**config.mk**
```make
export PLATFORM = sky130hd
export DESIGN_NAME = jinc_execute
export DESIGN_NICKNAME = d
export VERILOG_FILES = /design/src/rtl/jinc_pkg.sv /design/src/rtl/jinc_file_ram.sv /design/src/rtl/jinc_execute.sv
export VERILOG_INCLUDE_DIRS = /design/src /design/src/rtl
export SDC_FILE = /design/constraint.sdc
export NUM_CORES = 1
export LEC_CHECK = 0
export BUFFER_PORTS_ARGS = -buffer_cell sky130_fd_sc_hd__buf_2
export CORE_MARGIN = 1
export CORE_UTILIZATION = 39
export CTS_CLUSTER_DIAMETER = 100
export DETAILED_ROUTE_END_ITERATION = 12
export MAX_ROUTING_LAYER = met4
export PLACE_DENSITY = 0.58
export RECOVER_POWER = 50
export SYNTH_ARGS = -nofsm -noshare
export SYNTH_HDL_FRONTEND = slang
export SYNTH_SLANG_ARGS = --single-unit
```
**constraint.sdc**
```tcl
create_clock -name sys_clk -period 3.9 [get_ports sys_clk]
set_input_delay 0.585 -clock sys_clk [delete_from_list [all_inputs] [get_ports sys_clk]]
set_output_delay 0.585 -clock sys_clk [all_outputs]
set_load 0.005 [all_outputs]
```
**src/rtl/jinc_defines.svh**
```systemverilog
`ifndef JINC_DEFINES_SVH
`define JINC_DEFINES_SVH

// Instruction word layout
`define JINC_OP_JUMP       3'h5
`define JINC_OP_JUMP_MSB   13
`define JINC_OP_JUMP_LSB   11
`define JINC_OP_INC        6'h0A
`define JINC_OP_INC_MSB    13
`define JINC_OP_INC_LSB    8
`define JINC_IMM_MSB       10
`define JINC_DEST_BIT      7
`define JINC_FADDR_MSB     6

// Program counter high latch field that feeds the top of the counter
`define JINC_LATCH_HI      4
`define JINC_LATCH_LO      3

// Reset values
`define JINC_PC_RESET      13'h0000
`define JINC_ACC_RESET     8'h00

`endif

```
**src/rtl/jinc_pkg.sv**
```systemverilog
`default_nettype none

package jinc_pkg;

    // One state per internal phase of an instruction cycle
    typedef enum logic [2:0] {
        PH_IDLE,
        PH_Q1,
        PH_Q2,
        PH_Q3,
        PH_Q4
    } jinc_phase_t;

    typedef struct packed {
        jinc_phase_t phase;
        logic        secondCyc;
        logic [13:0] instr;
        logic [12:0] pc;
        logic [7:0]  accum;
        logic        zero;
        logic [7:0]  result;
        logic        busy;
        logic        done;
    } jinc_state_t;

endpackage

`default_nettype wire

```
**src/rtl/jinc_file_ram.sv**
```systemverilog
`timescale 1ns/1ps
`default_nettype none

module jinc_file_ram (
    input  wire logic       sys_clk,
    input  wire logic       we,
    input  wire logic [6:0] wAddr,
    input  wire logic [7:0] wData,
    input  wire logic [6:0] rAddr,
    output var  logic [7:0] rdData_r
);

    logic [7:0] mem [0:127];

    // Registered read: data appears one clock after the address
    always_ff @(posedge sys_clk) begin
        if (we) begin
            mem[wAddr] <= wData;
        end
        rdData_r <= mem[rAddr];
    end

endmodule

`default_nettype wire

```
**src/rtl/jinc_execute.sv**
```systemverilog
// Function
// - Jump loads its 11-bit immediate into program counter bits 10..0.
// - Jump loads program counter bits 12..11 from latch bits 4..3.
// - Jump takes two instruction cycles and leaves status flags alone.
// - Increment adds one to the file register, 0xFF wrapping to 0x00.
// - Destination bit 0 sends result to accumulator, 1 back to register.
// - Increment completes in one cycle: decode, read, compute, write phases.
`timescale 1ns/1ps
`default_nettype none
`include "jinc_defines.svh"

module jinc_execute (
    input  wire logic        sys_clk,
    input  wire logic        rst,
    input  wire logic        instrStart,
    input  wire logic [13:0] instrWord,
    input  wire logic [4:0]  pcHighLatch,
    input  wire logic        extWe,
    input  wire logic [6:0]  extAddr,
    input  wire logic [7:0]  extData,
    output var  logic [12:0] pc_r,
    output var  logic [7:0]  accum_r,
    output var  logic        zeroFlag_r,
    output var  logic        busy_r,
    output var  logic        done_r,
    output var  logic [7:0]  dbgRdData_r
);

    jinc_pkg::jinc_state_t s_r;
    jinc_pkg::jinc_state_t s_nxt;
    logic                  memWe;
    logic [6:0]            memWAddr;
    logic [7:0]            memWData;
    logic [6:0]            memRAddr;
    logic [7:0]            memRdData;
    logic                  isJump;
    logic                  isInc;
    logic [6:0]            fAddr;

    // Decode of the latched instruction word
    assign isJump = s_r.instr[`JINC_OP_JUMP_MSB:`JINC_OP_JUMP_LSB] == `JINC_OP_JUMP;
    assign isInc  = s_r.instr[`JINC_OP_INC_MSB:`JINC_OP_INC_LSB] == `JINC_OP_INC;
    assign fAddr  = s_r.instr[`JINC_FADDR_MSB:0];

    // File register bank; external writes only reach it while idle, and extAddr drives its read address in every phase but Q2
    jinc_file_ram u_ram (
        .sys_clk  (sys_clk),
        .we       (memWe),
        .wAddr    (memWAddr),
        .wData    (memWData),
        .rAddr    (memRAddr),
        .rdData_r (memRdData)
    );

    // Phase sequencer and datapath
    always_comb begin
        s_nxt      = s_r;
        s_nxt.done = 1'b0;
        memWe      = 1'b0;
        memWAddr   = extAddr;
        memWData   = extData;
        memRAddr   = extAddr;
        case (s_r.phase)
            jinc_pkg::PH_IDLE: begin
                // Bank port is open only between instructions, so it never races write-back
                memWe = extWe;
                if (instrStart) begin
                    s_nxt.instr     = instrWord;
                    s_nxt.secondCyc = 1'b0;
                    s_nxt.busy      = 1'b1;
                    s_nxt.phase     = jinc_pkg::PH_Q1;
                end
            end
            jinc_pkg::PH_Q1: begin
                s_nxt.phase = jinc_pkg::PH_Q2; // Decode phase, word already latched
            end
            jinc_pkg::PH_Q2: begin
                memRAddr    = fAddr;
                s_nxt.phase = jinc_pkg::PH_Q3;
            end
            jinc_pkg::PH_Q3: begin
                // Read data was registered at the end of Q2, so it is settled here
                if (isInc && !s_r.secondCyc) begin
                    s_nxt.result = 8'(memRdData + 8'h01);
                end
                s_nxt.phase = jinc_pkg::PH_Q4;
            end
            jinc_pkg::PH_Q4: begin
                // Latch bits are taken in Q4 of the first cycle, so updates up to then still count
                if (!s_r.secondCyc && isJump) begin
                    s_nxt.pc[`JINC_IMM_MSB:0] = s_r.instr[`JINC_IMM_MSB:0];
                    s_nxt.pc[12:11] = pcHighLatch[`JINC_LATCH_HI:`JINC_LATCH_LO];
                end
                if (!s_r.secondCyc && isInc) begin
                    if (s_r.instr[`JINC_DEST_BIT]) begin
                        memWe    = 1'b1;
                        memWAddr = fAddr;
                        memWData = s_r.result;
                    end else begin
                        s_nxt.accum = s_r.result;
                    end
                    s_nxt.zero = (s_r.result == 8'h00);
                end
                // Jump spends a second, empty cycle while fetch refills
                if (!s_r.secondCyc && isJump) begin
                    s_nxt.secondCyc = 1'b1;
                    s_nxt.phase     = jinc_pkg::PH_Q1;
                end else begin
                    s_nxt.phase = jinc_pkg::PH_IDLE;
                    s_nxt.busy  = 1'b0;
                    s_nxt.done  = 1'b1;
                end
            end
            default: begin
                s_nxt.phase = jinc_pkg::PH_IDLE;
                s_nxt.busy  = 1'b0;
            end
        endcase
        if (rst) begin
            memWe = 1'b0; // No stray writes while held in reset
        end
    end

    // State register; the all-zero value is the idle state
    always_ff @(posedge sys_clk) begin
        if (rst) begin
            s_r       <= '0;
            s_r.pc    <= `JINC_PC_RESET;
            s_r.accum <= `JINC_ACC_RESET;
        end else begin
            s_r <= s_nxt;
        end
    end

    // Outputs other than dbgRdData_r come straight from the state register; dbgRdData_r comes from the bank read register
    assign pc_r        = s_r.pc;
    assign accum_r     = s_r.accum;
    assign zeroFlag_r  = s_r.zero;
    assign busy_r      = s_r.busy;
    assign done_r      = s_r.done;
    assign dbgRdData_r = memRdData;
endmodule

`default_nettype wire

```
==> results of run 1 <==
==> layout make-up <==
class	count	area, µm²
clock buffer	137	2870
multi-input combinational	1619	10000
tap	1414	1770
sequential	1082	31900
antenna	5	12.5
clock inverter	58	468
inverter	6	22.5
timing repair buffer	276	2110
fill	9481	59800
==> timing repair <==
| action | 4_1_cts | 5_1_grt |
|---|---|---|
| setup endpoints to repair | 0 | 16 |
| resized for setup | 0 | 3 |
| endpoints found under the hold margin | 0 | 0 |
==> registers in the layout, indices dropped and copies added, names as in the netlist <==
register	flops
u_ram.mem	1024
s_r	19
pc_r	13
accum_r	8
u_ram.rdData_r	8
fAddr	7
busy_r	1
done_r	1
zeroFlag_r	1
==> power by group <==
group,internal (µW),leakage [µW],switching (µW)
registers,12800,0.00967,95.8
logic,824,0.00489,1640
clock network,5530,0.00163,4340
==> metrics by stage <==
| step | hold slack [ns] | std cells | power, µW | cell area [µm²] | util, % |
|---|---|---|---|---|---|
| 2_1_floorplan | 0.432 | 2902 | 14500 | 42900 | - |
| 6_report | 0.120 | 4597 | 25200 | 49200 | 45.1 |
| 3_5_place_dp | 0.444 | 4397 | 15600 | 46000 | 42.2 |
| 3_3_place_gp | 0.440 | 4397 | 15500 | 46000 | 42.2 |
| 4_1_cts | 0.0909 | 4592 | 25300 | 49300 | 45.3 |
| 5_1_grt | 0.108 | 4597 | 26000 | 49200 | 45.1 |
==> worst max-delay path: stages, from the launching register on <==
cell and delay, ns:
dfxtp_1 0.33, or3b_1 0.52, buf_4 0.28, mux2i_1 0.56, nand2_1 0.46, buf_4 0.34
a21oi_1 0.16, a2111oi_0 0.11, buf_4 0.17, a32oi_1 0.49, and4_1 0.28
==> cell families after synthesis <==
logic type / after synthesis
xor+xnor: 7
simple gates: 869
mux: 186
buf+inv: 201
flops: 1082
fa+ha+maj: 1
compound gates: 556
==> cell usage in the layout, fill, tap and decap left out, drive strengths merged, types with 3 or more instances in the layout <==
cell type / netlist / final
dfxtp: 58 / 58
diode: 0 / 5
nor3b: 4 / 4
a211oi: 26 / 26
mux4: 65 / 65
a221oi: 17 / 17
xnor2: 4 / 4
mux2i: 104 / 104
xor2: 3 / 3
o41ai: 7 / 7
and4: 7 / 7
nand3b: 17 / 17
nand2b: 16 / 16
nand2: 512 / 512
mux2: 17 / 17
a2111oi: 5 / 5
inv: 6 / 9
o221ai: 29 / 29
edfxtp: 1024 / 1024
a31oi: 16 / 16
clkinv: 0 / 48
or2: 6 / 6
o22ai: 33 / 33
buf: 110 / 242
clkbuf: 85 / 171
o21ai: 30 / 30
a22o: 17 / 17
nand3: 96 / 96
a22oi: 82 / 82
and2: 6 / 6
a32oi: 6 / 6
o2111ai: 3 / 3
nor4: 16 / 16
a21oi: 278 / 278
nor3: 6 / 6
bufinv: 0 / 5
nor2: 172 / 172
==> routing by layer <==
layer | routed length (µm) | part of all wire, % | global-route usage [%]
met1 | 49700 | 43 | 28.6
met2 | 54400 | 47 | 32.9
met3 | 9190 | 7.9 | 4.13
met4 | 3200 | 2.8 | 6.33
met5 | 0 | 0 | -
==> how the worst max path moves through the flow <==
stage	endpoint	cells after the start	slack [ns]
floorplan	u_ram.mem[33][0]	8	0.71
global placement	u_ram.rdData_r[5]	9	0.20
detailed placement	u_ram.mem[65][0]	8	0.12
CTS	u_ram.mem[65][2]	8	0.05
global route	u_ram.mem[113][1]	8	-0.001
finish	u_ram.rdData_r[2]	10	0.1
==> flow_summary.json, run 1 <==
{
  "drv_slew": 317,
  "ys_async_sr_fraction_pct": 0,
  "numCtsBuffers": 109,
  "io_buffers": 66,
  "r2r_slack_ns": 0.1,
  "finalCritPeriodShare_pct": 97.6,
  "synthTopCellsByArea": "edfxtp_1, nand2_1, a21oi_1, mux4_2, dfxtp_1",
  "core_area_um2": 109000,
  "dieArea_um2": 111000,
  "initial_core_util_pct": 39.4,
  "cts.sinks": 1082,
  "chipHeight_um": 334,
  "synth_most_common_cell": "edfxtp_1",
  "syn_avg_cell_area_um2": 14.8,
  "postCtsHoldBufs": 0,
  "yosys_most_used_dff": "edfxtp_1",
  "gp_congestion": 0.953,
  "io_pins": 70,
  "grt-ovfl-total": 0,
  "arrival_ns": 4.43,
  "syn_to_final_growth_pct": 14.6,
  "worstPathRequired_ns": 4.53,
  "dp_hpwl_um": 73700,
  "vias": 26062,
  "dp_slack_ns": 0.118,
  "detail_route.iter0.violations": 2985,
  "yosysTopAreaCellShare_pct": 71.6,
  "cts_tree": "done",
  "first_pass_iters": 5,
  "netlist_instances": 2902,
  "cts_root_buf": "clkbuf_16",
  "worst_setup_path_start_kind": "flip-flop",
  "grt_pass1_vias": 25591,
  "r2r_end": "u_ram.rdData_r[2]",
  "ys_warn_count": 0,
  "seq_area_frac_synth_pct": 74.3,
  "clk_pin_slew_worst_paths_ns": 0.06,
  "status": "complete, but fails checks",
  "skew_ns": 0.0381,
  "via_per_inst": 5.67,
  "synth.net_count": 2941,
  "hold_start": "instrWord[1]",
  "drt_wl_total_um": 116000,
  "leakage_uw": 0.0162,
  "startpoint": "s_r[48]",
  "grtUsageTotal_pct": 21.3,
  "hold_class": "input port to flip-flop",
  "p_per_area_nw_per_um2": 512,
  "timing_worst_setup_path_type": "flip-flop to flip-flop",
  "clockBufferDepth": 3,
  "clock.fmax_mhz": 263,
  "hold_viol_final": 0,
  "finalWorstSetupSlack_ns": 0.0952,
  "drive_gt1_share_pct": 15.0,
  "antenna_found_initial": 8,
  "synth.mux.area_fraction_pct": 6.44,
  "wl_per_cell_um": 25.3,
  "reg2regPathDepth": 10,
  "violations": "capacitance limit, slew limit",
  "yosys.area_share.simple_pct": 8.52,
  "cap_viol_max_count": 4,
  "route.detailed.drc": 0,
  "min_path_cells": 3,
  "slew_headroom_pct": -68.8,
  "synth_top_cell_by_area": "edfxtp_1",
  "die-width_um": 334,
  "cts_setup_buffers": 0,
  "nNetsFinal": 3133,
  "ys_types": 57,
  "synth_compound_area_share_pct": 8.09,
  "clk_latency_ns": 0.71,
  "ctsHtreeMaxLevel": 3,
  "synth_adder_area_share_pct": 0.0291,
  "synth_top_family_by_area": "simple AND/OR/NAND/NOR gates",
  "peakVddDrop_mv": 0.405,
  "holdPathEnd": "fAddr[1]",
  "final_antenna_net_count": 0,
  "fin_crit_ns": 3.80,
  "grt_pass1_wl_um": 171000,
  "synth_edf_count": 1024,
  "timing.rr.start": "s_r[48]",
  "grt_max_degree": 129,
  "cp-end-kind": "flip-flop",
  "tns_ns": 0,
  "synthXorXnorAreaFrac_pct": 0.143,
  "worst_pin_slew_ns": 2.50,
  "yosys_register_bits": 1082,
  "synth.cell_area_um2": 42900,
  "row_count": 121,
  "ys_top_cells_by_count": "edfxtp_1, nand2_1, a21oi_1, nor2_1, mux2i_1",
  "setup-violations-final": 0,
  "worst-path-max-fanout": 14
}
Note: power is estimated with default switching activity, not from simulation.
==> run 2: changes to the inputs <==
--- a/config.mk
+++ b/config.mk
@@ -7,7 +7,7 @@
 export NUM_CORES = 1
 export LEC_CHECK = 0
 export BUFFER_PORTS_ARGS = -buffer_cell sky130_fd_sc_hd__buf_2
-export CORE_MARGIN = 1
+export CORE_MARGIN = 3
 export CORE_UTILIZATION = 39
 export CTS_CLUSTER_DIAMETER = 100
 export DETAILED_ROUTE_END_ITERATION = 12
==> flow_summary.json, run 2 (same netlist as run 1, synthesis figures left out) <==
{
  "antenna_found_initial": 9,
  "hold_start": "pcHighLatch[4]",
  "r2r_slack_ns": 0.18,
  "postCtsHoldBufs": 0,
  "io_buffers": 66,
  "grtUsageTotal_pct": 20.8,
  "grt_max_degree": 97,
  "finalCritPeriodShare_pct": 95.4,
  "ff_latch_area_um2": 31900,
  "detail_route.iter0.violations": 2868,
  "die-width_um": 338,
  "clockBufferDepth": 3,
  "gp_congestion": 0.917,
  "final_cell_mix": "edfxtp_1, nand2_1, a21oi_1",
  "cap_viol_max_count": 0,
  "dieArea_um2": 114000,
  "dp_hpwl_um": 74600,
  "wl_per_cell_um": 25.1,
  "route.detailed.drc": 0,
  "dp_slack_ns": -0.0653,
  "rsz0062_at_grt": "yes",
  "finalWorstSetupSlack_ns": 0.181,
  "peakVddDrop_mv": 0.330,
  "ctsHtreeMaxLevel": 3,
  "p_per_area_nw_per_um2": 520,
  "filler_cell_count": 9515,
  "slew_headroom_pct": 5.32,
  "io_pins": 70,
  "nNetsFinal": 3151,
  "setup-violations-final": 0,
  "timing_worst_setup_path_type": "flip-flop to flip-flop",
  "fin_crit_ns": 3.72,
  "chipHeight_um": 338,
  "drt_wl_total_um": 116000,
  "clk_pin_slew_worst_paths_ns": 0.06,
  "worst_setup_path_start_kind": "flip-flop",
  "holdPathEnd": "pc_r[12]",
  "status": "finished, final reports clean",
  "layout_commonest_cell": "edfxtp_1",
  "largest_register_ffs": 1024,
  "skew_ns": 0.0328,
  "cts_tree": "done",
  "cts.sinks": 1082,
  "cts_root_buf": "clkbuf_16",
  "hold_viol_final": 0,
  "tns_ns": 0,
  "grt-ovfl-total": 0,
  "final_antenna_net_count": 0,
  "cp-end-kind": "flip-flop",
  "syn_to_final_growth_pct": 15.4,
  "core_area_um2": 109000,
  "min_path_cells": 3,
  "worstPathRequired_ns": 4.27,
  "multi_input_area_um2": 10000,
  "clk_latency_ns": 0.68,
  "cts_setup_buffers": 0,
  "worst-path-max-fanout": 11,
  "row_count": 121,
  "reg2regPathDepth": 10,
  "timing.rr.start": "s_r[49]",
  "cts_resized": 1,
  "drive_gt1_share_pct": 16.2,
  "hold_class": "input port to flip-flop",
  "p_total_uw": 25800,
  "top_register": "u_ram.mem",
  "drv_slew": 0,
  "vias": 26149,
  "via_per_inst": 5.66,
  "first_pass_iters": 9,
  "initial_core_util_pct": 39.4,
  "r2r_end": "u_ram.mem[30][2]",
  "clock.fmax_mhz": 269,
  "grt_pass1_wl_um": 171000,
  "numCtsBuffers": 107,
  "arrival_ns": 4.09,
  "grt_pass1_vias": 25755,
  "leakage_uw": 0.0164,
  "worst_pin_slew_ns": 1.42
}
run 2: cell count changes in the layout (fill, tap and decap cells not counted), sizes merged:
| cell | delta |
|---|---|
| diode | +2 |
| buf | +14 |
| bufinv | +9 |
| clkinv | +1 |
run 2: worst max path at each step:
stage | startpoint | endpoint | slack [ns] | depth (start not counted)
2_1_floorplan | s_r[49] | u_ram.mem[33][0] | 0.71 | 8
3_3_place_gp | s_r[49] | u_ram.rdData_r[3] | -0.02 | 9
3_5_place_dp | s_r[48] | u_ram.rdData_r[3] | -0.07 | 9
4_1_cts | s_r[48] | u_ram.rdData_r[2] | 0.006 | 9
5_1_grt | s_r[49] | u_ram.mem[54][4] | 0.0006 | 9
6_report | s_r[49] | u_ram.mem[30][2] | 0.18 | 10
run 2: final cells by class:
class | instances | area share, %
Clock inverter | 68 | 1.45
Clock buffer | 131 | 5.78
Tap cell | 1414 | 3.57
Multi-Input combinational cell | 1619 | 20.3
Antenna cell | 7 | 0.0354
Inverter | 6 | 0.0455
Timing Repair Buffer | 296 | 4.43
Sequential cell | 1082 | 64.4
run 2: power by group:
group | total [µW] | switching [µW] | internal, µW
Clock | 10500 | 4310 | 6140
Sequential | 12900 | 96.7 | 12800
Combinational | 2450 | 1630 | 817
Total | 25800 | 6040 | 19700
run 2: worst max-delay path, stage by stage (launching register included):
cell and delay [ns]:
dfxtp_1 0.33, buf_4 0.16, nor3b_1 0.35, nand4_1 0.28, a2111oi_2 0.37, buf_4 0.22, inv_1 0.09, or3_1 0.80
buf_4 0.36, nor2_1 0.20, buf_4 0.24
run 2: per-stage QoR:
step                instance area [µm²]  util [%]  hold WS [ns]  std cells
detailed placement                46100      42.3         0.446       4416
finish                            49500      45.5         0.154       4623
global route                      49500      45.4         0.141       4621
global placement                  46100      42.3         0.439       4416
floorplan                         42900         -         0.432       2902
CTS                               49700      45.6         0.112       4615
run 2: layer usage:
metal,track usage (%),wire length (µm),vias to the layer above
met5,-,0,-
met4,6.98,3820,0
met3,3.24,8900,213
met2,32.7,54800,1100
met1,27.8,48600,13298
li1,-,-,11538
